**config.mk**
```make
export PLATFORM = sky130hd
export DESIGN_NAME = rpc_reset_irq_pin_control
export DESIGN_NICKNAME = d
export VERILOG_FILES = /design/src/rpc_pkg.sv /design/src/rpc_sync3.sv /design/src/rpc_reset_irq_pin_control.sv
export VERILOG_INCLUDE_DIRS = /design/src
export SDC_FILE = /design/constraint.sdc
export NUM_CORES = 1
export LEC_CHECK = 0
export BUFFER_PORTS_ARGS = -buffer_cell sky130_fd_sc_hd__buf_2
export CAP_MARGIN = 20
export CORE_ASPECT_RATIO = 0.75
export CORE_MARGIN = 3
export CORE_UTILIZATION = 33
export DETAILED_ROUTE_END_ITERATION = 8
export PLACE_DENSITY_LB_ADDON = 0.25
export SLEW_MARGIN = 0
export SYNTH_ARGS = -nofsm -noshare
export SYNTH_HDL_FRONTEND = slang
export SYNTH_SLANG_ARGS = --single-unit
export TNS_END_PERCENT = 10
```
**constraint.sdc**
```tcl
create_clock -name mclk -period 3.4 [get_ports mclk]
set_clock_uncertainty 0.1 [all_clocks]
set_input_delay 0 -clock mclk [delete_from_list [all_inputs] [get_ports mclk]]
set_output_delay 0 -clock mclk [all_outputs]
set_load 0.01 [all_outputs]
```
**src/rpc_params.svh**
```systemverilog
// rpc_params.svh: register map, field positions, reset values, counts
// assumes inclusion by bare name from the pin control files
`ifndef RPC_PARAMS_SVH
`define RPC_PARAMS_SVH

// ----------------------------------------
// bus geometry
// ----------------------------------------
`define RPC_AW          4
`define RPC_DW          8

// ----------------------------------------
// register offsets
// ----------------------------------------
`define RPC_ADDR_CTRL   4'h0
`define RPC_ADDR_DIR    4'h1
`define RPC_ADDR_OUT    4'h2
`define RPC_ADDR_IN     4'h3
`define RPC_ADDR_STAT   4'h4
`define RPC_ADDR_IEN    4'h5
`define RPC_ADDR_ICLR   4'h6
`define RPC_ADDR_BOOT   4'h7

// ----------------------------------------
// field positions
// ----------------------------------------
`define RPC_CTRL_EDGE   0
`define RPC_CTRL_RELAX  1
`define RPC_GPIO_B2     0
`define RPC_GPIO_B3     1
`define RPC_EV_IRQ      0
`define RPC_EV_RDONE    1
`define RPC_BOOT_MODE   0
`define RPC_BOOT_CORE   1

// ----------------------------------------
// reset values and counts
// ----------------------------------------
`define RPC_REG_RST     8'h00
`define RPC_SYNC_W      6
`define RPC_SYNC_RST    6'h01
`define RPC_STRETCH_DEF 64
`define RPC_CNT_W       16

`endif

```
**src/rpc_pkg.sv**
```systemverilog
// rpc_pkg.sv: types for the reset and interrupt pin control block
// assumes rpc_params.svh is reachable by include path
package rpc_pkg;

	// ----------------------------------------
	// internal reset sequence
	// ----------------------------------------
	typedef enum logic [1:0] {
		RPC_HOLD    = 2'b00,
		RPC_STRETCH = 2'b01,
		RPC_RUN     = 2'b10
	} rpc_rst_state_t;

endpackage

```
**src/rpc_sync3.sv**
```systemverilog
// rpc_sync3.sv: three-stage pin synchroniser with agreement filter
// assumes one clock; inputs come from pins outside the mclk domain
`timescale 1ns/1ps
module rpc_sync3 #(
	parameter int              W       = 1,
	parameter logic [W-1:0]    RST_VAL = '0
) (
	// clock and reset
	input  wire logic          mclk,
	input  wire logic          reset,
	// pins and filtered levels
	input  wire logic [W-1:0]  pinIn,
	output logic      [W-1:0]  stableOut
);

	logic [W-1:0] s1_reg;
	logic [W-1:0] s2_reg;
	logic [W-1:0] s3_reg;

	// ----------------------------------------
	// stages; only s2 reads s1
	// ----------------------------------------
	always_ff @(posedge mclk) begin
		if (reset) begin
			s1_reg <= RST_VAL;
			s2_reg <= RST_VAL;
			s3_reg <= RST_VAL;
		end else begin
			s1_reg <= pinIn;
			s2_reg <= s1_reg;
			s3_reg <= s2_reg;
		end
	end

	// ----------------------------------------
	// change counts only when stages 2 and 3 agree
	// ----------------------------------------
	always_ff @(posedge mclk) begin
		if (reset) begin
			stableOut <= RST_VAL;
		end else begin
			stableOut <= (s2_reg & ~(s2_reg ^ s3_reg)) | (stableOut & (s2_reg ^ s3_reg));
		end
	end

endmodule

```
**src/rpc_reset_irq_pin_control.sv**
```systemverilog
// rpc_reset_irq_pin_control.sv: reset sequencer, interrupt pin, pin states
// assumes one mclk domain, a plain register port and pins sampled here
//
// Overview of operation
// - interrupt pin synchronised before any use
// - interrupt selectable level or falling edge
// - reset pin low holds core and control registers reset, not debug
// - internal reset stretched, released on clock
// - reset pin alone leaves debug logic running
// - six pulse outputs tri-stated during reset
// - oscillator output driven, other pins inputs
// - relaxation oscillator frees both oscillator pins
// - each shared port pin has direction
//
// Local design decisions: strobed register access and the address map.
`timescale 1ns/1ps
`include "rpc_params.svh"
module rpc_reset_irq_pin_control
	import rpc_pkg::*;
#(
	parameter int STRETCH_CYCLES = `RPC_STRETCH_DEF,
	parameter int PWM_N          = 6
) (
	// clock and system reset
	input  wire logic               mclk,
	input  wire logic               reset,
	// register port
	input  wire logic [`RPC_AW-1:0] regAddr,
	input  wire logic [`RPC_DW-1:0] regWdata,
	input  wire logic               regWrite,
	input  wire logic               regRead,
	output logic      [`RPC_DW-1:0] regRdata,
	// control pins
	input  wire logic               ext_irq_in,
	input  wire logic               hwResetN,
	input  wire logic               trstN,
	input  wire logic               boot_mode_pin,
	// oscillator input pin, shared with port bit 2
	input  wire logic               osc_in_pin,
	output logic                    port_b_bit2,
	output logic                    port_b_bit2OeN,
	// oscillator output pin, shared with port bit 3
	input  wire logic               port_b_bit3,
	output logic                    osc_out_pin,
	output logic                    osc_out_pinOeN,
	// pulse outputs
	input  wire logic [PWM_N-1:0]   pwmDrive,
	output logic      [PWM_N-1:0]   pwm_outputs,
	output logic      [PWM_N-1:0]   pwmOeN,
	// oscillator amplifier drive
	input  wire logic               oscAmpDrive,
	// core side
	output logic                    coreResetOut,
	output logic                    dbgResetOut,
	output logic                    bootMode,
	output logic                    irqReq,
	output logic                    intr
);

	// ----------------------------------------
	// declarations
	// ----------------------------------------
	logic [`RPC_SYNC_W-1:0] syncIn;
	logic [`RPC_SYNC_W-1:0] syncOut;
	logic                   irqLevel;
	logic                   hwRstSync;
	logic                   trstSync;
	logic                   bootSync;
	logic                   b2Sync;
	logic                   b3Sync;
	rpc_rst_state_t         rstState_reg;
	rpc_rst_state_t         rstState_next;
	logic [`RPC_CNT_W-1:0]  stretchCnt_reg;
	logic                   bootMode_reg;
	logic                   coreRst_reg;
	logic                   regRst;
	logic [`RPC_DW-1:0]     ctrl_reg;
	logic [`RPC_DW-1:0]     dir_reg;
	logic [`RPC_DW-1:0]     out_reg;
	logic [`RPC_DW-1:0]     stat_reg;
	logic [`RPC_DW-1:0]     ien_reg;
	logic [`RPC_DW-1:0]     rdata_reg;
	logic [`RPC_DW-1:0]     rdata_next;
	logic [`RPC_DW-1:0]     events;
	logic [`RPC_DW-1:0]     clrMask;
	logic                   irqLevelPrev_reg;
	logic                   irqFall;
	logic                   irqReq_reg;
	logic                   edgeMode;
	logic                   relaxSel;
	logic                   b2Gpio;
	logic                   b3Gpio;
	logic [PWM_N-1:0]       pwm_reg;
	logic                   oscOut_reg;
	logic                   b2Out_reg;

	localparam logic [`RPC_CNT_W-1:0] STRETCH_LAST = `RPC_CNT_W'(STRETCH_CYCLES - 1);

	function automatic logic hit(input logic [`RPC_AW-1:0] a, input logic [`RPC_AW-1:0] off);
		hit = (a == off);
	endfunction

	// ----------------------------------------
	// pin synchronisers
	// ----------------------------------------
	assign syncIn = {port_b_bit3, osc_in_pin, boot_mode_pin, trstN, hwResetN, ext_irq_in};

	rpc_sync3 #(
		.W       (`RPC_SYNC_W),
		.RST_VAL (`RPC_SYNC_RST)
	) u_sync (
		.mclk      (mclk),
		.reset     (reset),
		.pinIn     (syncIn),
		.stableOut (syncOut)
	);

	assign irqLevel  = syncOut[0];
	assign hwRstSync = syncOut[1];
	assign trstSync  = syncOut[2];
	assign bootSync  = syncOut[3];
	assign b2Sync    = syncOut[4];
	assign b3Sync    = syncOut[5];

	// ----------------------------------------
	// internal reset sequence
	// ----------------------------------------
	always_comb begin
		rstState_next = rstState_reg;
		unique case (rstState_reg)
			RPC_HOLD: begin
				if (hwRstSync) begin
					rstState_next = RPC_STRETCH;
				end
			end
			RPC_STRETCH: begin
				if (!hwRstSync) begin
					rstState_next = RPC_HOLD;
				end else if (stretchCnt_reg == STRETCH_LAST) begin
					rstState_next = RPC_RUN;
				end
			end
			RPC_RUN: begin
				if (!hwRstSync) begin
					rstState_next = RPC_HOLD;
				end
			end
			default: begin
				rstState_next = RPC_HOLD;
			end
		endcase
	end

	always_ff @(posedge mclk) begin
		if (reset) begin
			rstState_reg <= RPC_HOLD;
		end else begin
			rstState_reg <= rstState_next;
		end
	end

	always_ff @(posedge mclk) begin
		if (reset || rstState_reg != RPC_STRETCH) begin
			stretchCnt_reg <= '0;
		end else begin
			stretchCnt_reg <= stretchCnt_reg + `RPC_CNT_W'(1);
		end
	end

	always_ff @(posedge mclk) begin
		if (reset) begin
			coreRst_reg <= 1'b1;
		end else begin
			coreRst_reg <= (rstState_next != RPC_RUN);
		end
	end

	always_ff @(posedge mclk) begin
		if (reset) begin
			bootMode_reg <= 1'b0;
		end else if (rstState_reg == RPC_HOLD && hwRstSync) begin
			bootMode_reg <= bootSync;
		end
	end

	always_ff @(posedge mclk) begin
		if (reset) begin
			dbgResetOut <= 1'b1;
		end else begin
			dbgResetOut <= !trstSync;
		end
	end

	assign coreResetOut = coreRst_reg;
	assign bootMode     = bootMode_reg;
	assign regRst       = reset || coreRst_reg;

	// ----------------------------------------
	// register port
	// ----------------------------------------
	assign edgeMode = ctrl_reg[`RPC_CTRL_EDGE];
	assign relaxSel = ctrl_reg[`RPC_CTRL_RELAX];

	always_ff @(posedge mclk) begin
		if (regRst) begin
			ctrl_reg <= `RPC_REG_RST;
		end else if (regWrite && hit(regAddr, `RPC_ADDR_CTRL)) begin
			ctrl_reg <= regWdata;
		end
	end

	always_ff @(posedge mclk) begin
		if (regRst) begin
			dir_reg <= `RPC_REG_RST;
		end else if (regWrite && hit(regAddr, `RPC_ADDR_DIR)) begin
			dir_reg <= regWdata;
		end
	end

	always_ff @(posedge mclk) begin
		if (regRst) begin
			out_reg <= `RPC_REG_RST;
		end else if (regWrite && hit(regAddr, `RPC_ADDR_OUT)) begin
			out_reg <= regWdata;
		end
	end

	always_ff @(posedge mclk) begin
		if (regRst) begin
			ien_reg <= `RPC_REG_RST;
		end else if (regWrite && hit(regAddr, `RPC_ADDR_IEN)) begin
			ien_reg <= regWdata;
		end
	end

	always_comb begin
		rdata_next = '0;
		unique case (regAddr)
			`RPC_ADDR_CTRL: rdata_next = ctrl_reg;
			`RPC_ADDR_DIR:  rdata_next = dir_reg;
			`RPC_ADDR_OUT:  rdata_next = out_reg;
			`RPC_ADDR_STAT: rdata_next = stat_reg;
			`RPC_ADDR_IEN:  rdata_next = ien_reg;
			`RPC_ADDR_IN: begin
				rdata_next[`RPC_GPIO_B2] = b2Sync;
				rdata_next[`RPC_GPIO_B3] = b3Sync;
			end
			`RPC_ADDR_BOOT: begin
				rdata_next[`RPC_BOOT_MODE] = bootMode_reg;
				rdata_next[`RPC_BOOT_CORE] = coreRst_reg;
			end
			default: rdata_next = '0;
		endcase
	end

	// read data only in the cycle after the strobe
	always_ff @(posedge mclk) begin
		if (reset) begin
			rdata_reg <= '0;
		end else if (regRead) begin
			rdata_reg <= rdata_next;
		end else begin
			rdata_reg <= '0;
		end
	end

	assign regRdata = rdata_reg;

	// ----------------------------------------
	// interrupt pin and events
	// ----------------------------------------
	assign irqFall = irqLevelPrev_reg && !irqLevel;

	always_ff @(posedge mclk) begin
		if (regRst) begin
			irqLevelPrev_reg <= 1'b1;
		end else begin
			irqLevelPrev_reg <= irqLevel;
		end
	end

	always_ff @(posedge mclk) begin
		if (regRst) begin
			irqReq_reg <= 1'b0;
		end else begin
			irqReq_reg <= edgeMode ? irqFall : !irqLevel;
		end
	end

	assign irqReq = irqReq_reg;

	always_comb begin
		events = '0;
		events[`RPC_EV_IRQ]   = !coreRst_reg && (edgeMode ? irqFall : !irqLevel);
		events[`RPC_EV_RDONE] = (rstState_reg == RPC_STRETCH) && (rstState_next == RPC_RUN);
		clrMask = (regWrite && hit(regAddr, `RPC_ADDR_ICLR)) ? regWdata : '0;
	end

	// set beats a clear in the same cycle
	always_ff @(posedge mclk) begin
		if (reset) begin
			stat_reg <= `RPC_REG_RST;
		end else begin
			stat_reg <= (stat_reg & ~clrMask) | events;
		end
	end

	always_ff @(posedge mclk) begin
		if (reset) begin
			intr <= 1'b0;
		end else begin
			intr <= |(((stat_reg & ~clrMask) | events) & ien_reg);
		end
	end

	// ----------------------------------------
	// pin states
	// ----------------------------------------
	assign b2Gpio = !coreRst_reg && relaxSel && dir_reg[`RPC_GPIO_B2];
	assign b3Gpio = !coreRst_reg && relaxSel && dir_reg[`RPC_GPIO_B3];

	assign pwmOeN = coreRst_reg ? '1 : '0;

	always_ff @(posedge mclk) begin
		if (regRst) begin
			pwm_reg <= '0;
		end else begin
			pwm_reg <= pwmDrive;
		end
	end

	assign pwm_outputs = pwm_reg;

	always_ff @(posedge mclk) begin
		if (reset) begin
			oscOut_reg <= 1'b0;
			b2Out_reg  <= 1'b0;
		end else begin
			oscOut_reg <= b3Gpio ? out_reg[`RPC_GPIO_B3] : oscAmpDrive;
			b2Out_reg  <= b2Gpio && out_reg[`RPC_GPIO_B2];
		end
	end

	assign osc_out_pinOeN = relaxSel && !coreRst_reg && !dir_reg[`RPC_GPIO_B3];
	assign osc_out_pin    = oscOut_reg;
	assign port_b_bit2OeN = !b2Gpio;
	assign port_b_bit2    = b2Out_reg;
endmodule

```
==> run_results.csv, run 1 <==
group,metric,value,unit
worst_setup_path,critical_path_class,"in2reg",
min_path,min_delay_worst_endpoint,"out_reg[1]",
yosys,postSynthAreaPerCell,8.78,um2
run_status,status,"complete, no violations",
detailed_routing,num_vias,3333,
detailed_routing,dr_wl_met2,3920,um
timing,fmax,437,MHz
global_routing,grt_use_total,0.145,
cells_and_area,drive_above_1_share,0.164,
floorplanning,die_x,133,um
worst_setup_path,worstRegToRegCells,4,
cells_and_area,nNetsFinal,550,
yosys,synth-async-reset-ratio,0,
floorplanning,die-area,13500,um2
timing,tightest_slew,0.909,ns
detailed_routing,drt_iter0_markers,234,
floorplanning,initial_core_util,0.342,
yosys,ys.flop_type,"dfxtp_1",
placed_design,routabilityCongestion,0.844,
yosys,syn_area,4000,um2
detailed_routing,routed_wl,9580,um
cells_and_area,largest_reg_flops,16,
detailed_routing,top_layer_used,"met4",
worst_setup_path,r2r_setup_slack,1.51,ns
timing,setup_viol,0,
timing,hold_viol,0,
timing,fin_crit,2.29,ns
clock_tree,cts_root_buf,"clkbuf_16",
timing,period_share,0.673,
clock_tree,cts_sinks,104,
cells_and_area,syn_to_final_growth,22.7,%
yosys,synth_edf_count,0,
worst_setup_path,start_kind,"input pin",
detailed_routing,wl_met3,692,um
job,max-cap-violations,0,
clock_tree,clk_latency,0.35,ns
global_routing,grt_pass1_vias,2966,
yosys,synth.distinct_cells,42,
placed_design,dp_hpwl,6520,um
placed_design,place_area,4340,um2
timing,rsz0062_at_grt,"false",
worst_setup_path,arrival,2.48,ns
yosys,ys_ff_latch,104,
global_routing,antenna_found_initial,0,
detailed_routing,routedWlPerCell,13.9,um
yosys,yosysWarnings,0,
clock_tree,cts_buffer_depth,2,
clock_tree,clk_pin_slew,0.07,ns
detailed_routing,route.antenna.remaining_nets,0,
detailed_routing,drt_pass1_iterations,5,
floorplanning,io_pins,58,
power,p_leak,1.69,nW
min_path,min_path_cells,4,
min_path,worstHoldStart,"regAddr[0]",
yosys,synth_nets,486,
worst_setup_path,endpoint_kind,"flop",
worst_setup_path,critPathMaxFanout,16,
floorplanning,num_rows,34,
floorplanning,fp.coreArea,11700,um2
cells_and_area,diodes,0,
clock_tree,numCtsBuffers,9,
power,power.total,2.46,mW
global_routing,grt_max_degree,47,
power,ir_drop,219,uV
detailed_routing,drc,0,
timing,relSlewSlack,0.391,
global_routing,grt_first_pass_wirelength,15500,um
placed_design,io_buffer_count,57,
timing,slew_viol_final,0,
floorplanning,die_h,101,um
min_path,hp-class,"in2reg",
power,powerDensity,500,nW/um2
worst_setup_path,worstPathRequired,3.59,ns
yosys,ys_seq_area_frac,0.520,
cells_and_area,finalInstanceArea,4910,um2
clock_tree,ctsHtreeMaxLevel,3,
global_routing,overflow,0,
timing,finalSetupTns,0,ns
yosys,synthCells,456,
timing,whs,0.0485,ns
detailed_routing,wl_met1,4790,um
worst_setup_path,reg2reg_to,"regRdata[1]",
clock_tree,cts_tree,"built",
clock_tree,cts_setup_buffers,0,
worst_setup_path,r2r_start,"coreResetOut",
detailed_routing,via_per_inst,4.85,
-- worst max-delay path: stages --
cell	delay (ns)
dlygate4sd3_1	0.53
buf_2	0.19
nor3_2	0.76
a222oi_1	0.26
a21oi_1	0.17
dlygate4sd3_1	0.55
-- worst max-delay path by stage --
stage | cells after the start | endpoint | startpoint | slack (ns)
2_1_floorplan | 6 | stretchCnt_reg[12] | stretchCnt_reg[0] | 1.82
3_3_place_gp | 6 | intr | regAddr[2] | 1.53
3_5_place_dp | 6 | dir_reg[4] | regAddr[1] | 1.48
4_1_cts | 6 | regRdata[1] | regAddr[3] | 1.16
5_1_grt | 6 | regRdata[1] | regAddr[3] | 0.93
6_report | 6 | regRdata[1] | regAddr[3] | 1.11
-- where the power goes --
group	switching (mW)	internal, mW	total (mW)
Combinational	0.0592	0.0447	0.104
Sequential	0.00329	1.23	1.23
Clock	0.453	0.668	1.12
-- cells in the final DEF, fill, tap and decap left out, types with 2 or more instances in the layout --
cell type      count
clkbuf_16          9
nand3b_1           2
nand4_1            3
and2_1             8
nand3_1           43
bufinv_16          2
xnor2_1            5
buf_4              3
nor2_1            29
nor3_1             5
dfxtp_1          104
or3_1              5
buf_2             57
xor2_1             6
o21ai_0           13
a22oi_1           14
a222oi_1           2
nor4_1             3
inv_1              4
dlygate4sd3_1     24
nor2b_1           18
nor3_2             2
nor3b_1            2
and3_1             3
a21oi_1           45
a31oi_1           14
nand2b_1           5
and4_1             3
nand2_1           71
or2_2              4
-- timing repair --
| item | CTS | global route |
|---|---|---|
| hold buffers | 24 | 0 |
| gates resized for setup | 0 | 0 |
| hold endpoints to repair | 55 | 0 |
| setup endpoints to repair | 0 | 0 |
-- routing by layer --
layer	GRT usage	vias up
met2	0.207	100
met1	0.207	1520
met4	0.0522	0
met5	0	-
li1	-	1699
met3	0.0437	14
-- cells in the mapped netlist (all sizes together), types with 2 or more instances --
| cell type | instances | area (um2) |
|---|---|---|
| and2 | 8 | 50.1 |
| a22oi | 14 | 105 |
| nor2b | 18 | 113 |
| a222oi | 2 | 20.0 |
| and4 | 3 | 26.3 |
| nor3 | 7 | 45.0 |
| inv | 4 | 15.0 |
| nand4 | 3 | 18.8 |
| a31oi | 14 | 87.6 |
| nand3b | 2 | 15.0 |
| xor2 | 6 | 52.6 |
| nor3b | 2 | 15.0 |
| nor2 | 30 | 115 |
| dfxtp | 104 | 2080 |
| xnor2 | 5 | 43.8 |
| nand3 | 43 | 215 |
| nand2b | 5 | 31.3 |
| buf | 18 | 121 |
| or3 | 5 | 31.3 |
| o21ai | 13 | 65.1 |
| or2 | 4 | 25.0 |
| a21oi | 45 | 225 |
| clkbuf | 13 | 48.8 |
| nand2 | 71 | 267 |
| and3 | 3 | 18.8 |
| nor4 | 4 | 40.0 |
-- kinds of logic after synthesis --
| family | share of synthesized area |
|---|---|
| simple gates | 0.268 |
| flops | 0.520 |
| compound gates | 0.136 |
| buf+inv | 0.0463 |
| xor+xnor | 0.0241 |
| mux | 0.00281 |
| fa+ha+maj | 0.00313 |
-- area by class of cell --
| cell class | count | area, um2 |
|---|---|---|
| Clock inverter | 6 | 90.1 |
| Clock buffer | 10 | 239 |
| Fill cell | 1172 | 6790 |
| Inverter | 4 | 15.0 |
| Timing Repair Buffer | 84 | 548 |
| Multi-Input combinational cell | 317 | 1740 |
| Tap cell | 162 | 203 |
| Sequential cell | 104 | 2080 |
-- metrics by stage --
step | util | setup slack, ns | cells
2_1_floorplan | - | 1.82 | 456
3_3_place_gp | 0.371 | 1.53 | 647
3_5_place_dp | 0.371 | 1.48 | 647
4_1_cts | 0.420 | 1.16 | 687
5_1_grt | 0.420 | 0.931 | 687
6_report | 0.420 | 1.11 | 687
No activity file was read; power rests on OpenSTA's default activity.
==> run 2, diff against run 1 <==
clock period = 2.1 ns   (was 3.4 ns; I/O delays follow)
==> run_results.csv, run 2 (synthesized netlist as in run 1, its figures left out) <==
group,metric,value,unit
run_status,status,"complete, no violations",
clock_tree,cts_buffer_depth,2,
detailed_routing,route.antenna.remaining_nets,0,
worst_setup_path,start_kind,"input pin",
worst_setup_path,worstPathRequired,2.24,ns
worst_setup_path,crit_chain,"dlygate4sd3_1, buf_2, and4bb_1, a31oi_1, nor4_1, a31oi_1, a21o_1",
power,power.total,3.88,mW
timing,whs,0.0872,ns
detailed_routing,drt_iter0_markers,243,
clock_tree,cts_tree,"built",
clock_tree,clk_latency,0.35,ns
timing,setup_viol,0,
cells_and_area,layout_common_cells,"104 x dfxtp_1, 71 x nand2_1, 57 x buf_2",
cells_and_area,drive_above_1_share,0.173,
floorplanning,initial_core_util,0.342,
timing,period_share,0.923,
timing,fin_crit,1.94,ns
power,p_sw_frac,0.220,
detailed_routing,num_vias,3401,
placed_design,dp_hpwl,6620,um
timing,fmax,516,MHz
placed_design,routabilityCongestion,0.813,
clock_tree,clk_pin_slew,0.07,ns
placed_design,io_buffer_count,57,
floorplanning,num_rows,34,
cells_and_area,fin_util,0.424,
worst_setup_path,critical_path_class,"in2reg",
worst_setup_path,arrival,2.08,ns
cells_and_area,seq_area,2080,um2
timing,rsz0062_at_grt,"false",
worst_setup_path,crit_top_cell,"a31oi_1",
power,p_int,3.03,mW
clock_tree,cts_sinks,104,
detailed_routing,via_per_inst,4.89,
timing,tightest_slew,0.707,ns
cells_and_area,final_common_cell,"dfxtp_1",
worst_setup_path,crit_slowest_cell,"dlygate4sd3_1",
min_path,worstHoldStart,"regAddr[0]",
detailed_routing,routedWlPerCell,14.2,um
clock_tree,cts_root_buf,"clkbuf_16",
detailed_routing,drc,0,
worst_setup_path,critical_path.max_stage_delay,0.53,ns
worst_setup_path,crit_start,"regAddr[3]",
timing,slew_viol_final,0,
worst_setup_path,endpoint_kind,"flop",
placed_design,preCtsSetupSlack,0.334,ns
cells_and_area,fillers,1177,
cells_and_area,syn_to_final_growth,23.8,%
clock_tree,numCtsBuffers,9,
timing,fin_ws,0.163,ns
power,ir_drop,427,uV
timing,relSlewSlack,0.526,
global_routing,grt_use_total,0.153,
power,p_leak,1.71,nW
global_routing,grt_pass1_vias,3167,
cells_and_area,multiInputGateArea,1740,um2
cells_and_area,nNetsFinal,558,
global_routing,grt_first_pass_wirelength,16400,um
detailed_routing,routed_wl,9850,um
power,p_seq_frac,0.513,
floorplanning,io_pins,58,
worst_setup_path,r2r_start,"coreResetOut",
timing,hold_viol,0,
cells_and_area,diodes,0,
global_routing,overflow,0,
worst_setup_path,critPathMaxFanout,9,
cells_and_area,largest_reg_flops,16,
power,powerDensity,783,nW/um2
timing,finalSetupTns,0,ns
floorplanning,fp.coreArea,11700,um2
clock_tree,ctsResizeCount,0,
clock_tree,ctsHtreeMaxLevel,3,
floorplanning,die_x,133,um
power,switchingPower,0.854,mW
power,pwr-share-comb,0.046,
global_routing,grt_max_degree,34,
global_routing,antenna_found_initial,0,
job,max-cap-violations,0,
floorplanning,die_h,101,um
detailed_routing,drt_pass1_iterations,5,
min_path,hp-class,"in2reg",
floorplanning,die-area,13500,um2
power,p_clk_frac,0.441,
-- run 2: changes by cell type in the layout (fill, tap and decap cells not counted), sizes merged --
| cell | before | now |
|---|---|---|
| buf | 60 | 66 |
| bufinv | 2 | 1 |
| clkinvlp | 1 | 2 |
| dlygate4sd3 | 24 | 26 |
-- run 2: path summary, 6_finish.rpt --
check / to / slack, ns / cells past startpoint
setup / recovery: intr / 0.16 / 7
hold / removal: regRdata[0] / 0.09 / 5
setup reg to reg: osc_out_pin / 0.31 / 5
hold reg to reg: u_sync.s2_reg[0] / 0.31 / 1
-- run 2: what timing repair did --
| item | in CTS | in global routing |
|---|---|---|
| hold buffers | 26 | 0 |
| buffers inserted | 0 | 0 |
| hold endpoints to repair | 57 | 0 |
-- run 2: power groups by stage --
stage,combinational (mW),sequential [mW],clock [mW]
finish,0.178,1.99,1.71
floorplan,0.0826,2.04,0
global route,0.195,1.99,1.85
detailed placement,0.140,2.04,0
CTS,0.178,1.99,1.75
global placement,0.138,2.04,0
-- run 2: cell type report --
cell class              instances  area share
flip-flops and latches        104       0.420
multi-input cells             317       0.350
clock buffers                  10      0.0482
repair buffers                 92       0.124
well taps                     162      0.0409
inverters                       4     0.00303
clock inverters                 6      0.0136
-- run 2: through the flow --
| step | area [um2] | std cells |
|---|---|---|
| 4_1_cts | 4950 | 695 |
| 5_1_grt | 4950 | 695 |
| 3_5_place_dp | 4390 | 653 |
| 6_report | 4950 | 695 |
| 3_3_place_gp | 4390 | 653 |
| 2_1_floorplan | 4000 | 456 |
-- run 2: metal layers --
| layer | global-route usage | share of wire | up-vias |
|---|---|---|---|
| met5 | 0 | 0 | - |
| met4 | 0.0498 | 0.015 | 0 |
| met3 | 0.0457 | 0.063 | 11 |
| met2 | 0.232 | 0.43 | 96 |
| met1 | 0.210 | 0.49 | 1575 |
| li1 | - | - | 1719 |
-- run 2: critical path, delay by kind of cell --
family | cells | cell delay [ns]
AND/OR/NAND/NOR | 2 | 0.88
buffers and inverters | 2 | 0.72
AO/OA/AOI/OAI | 3 | 0.47
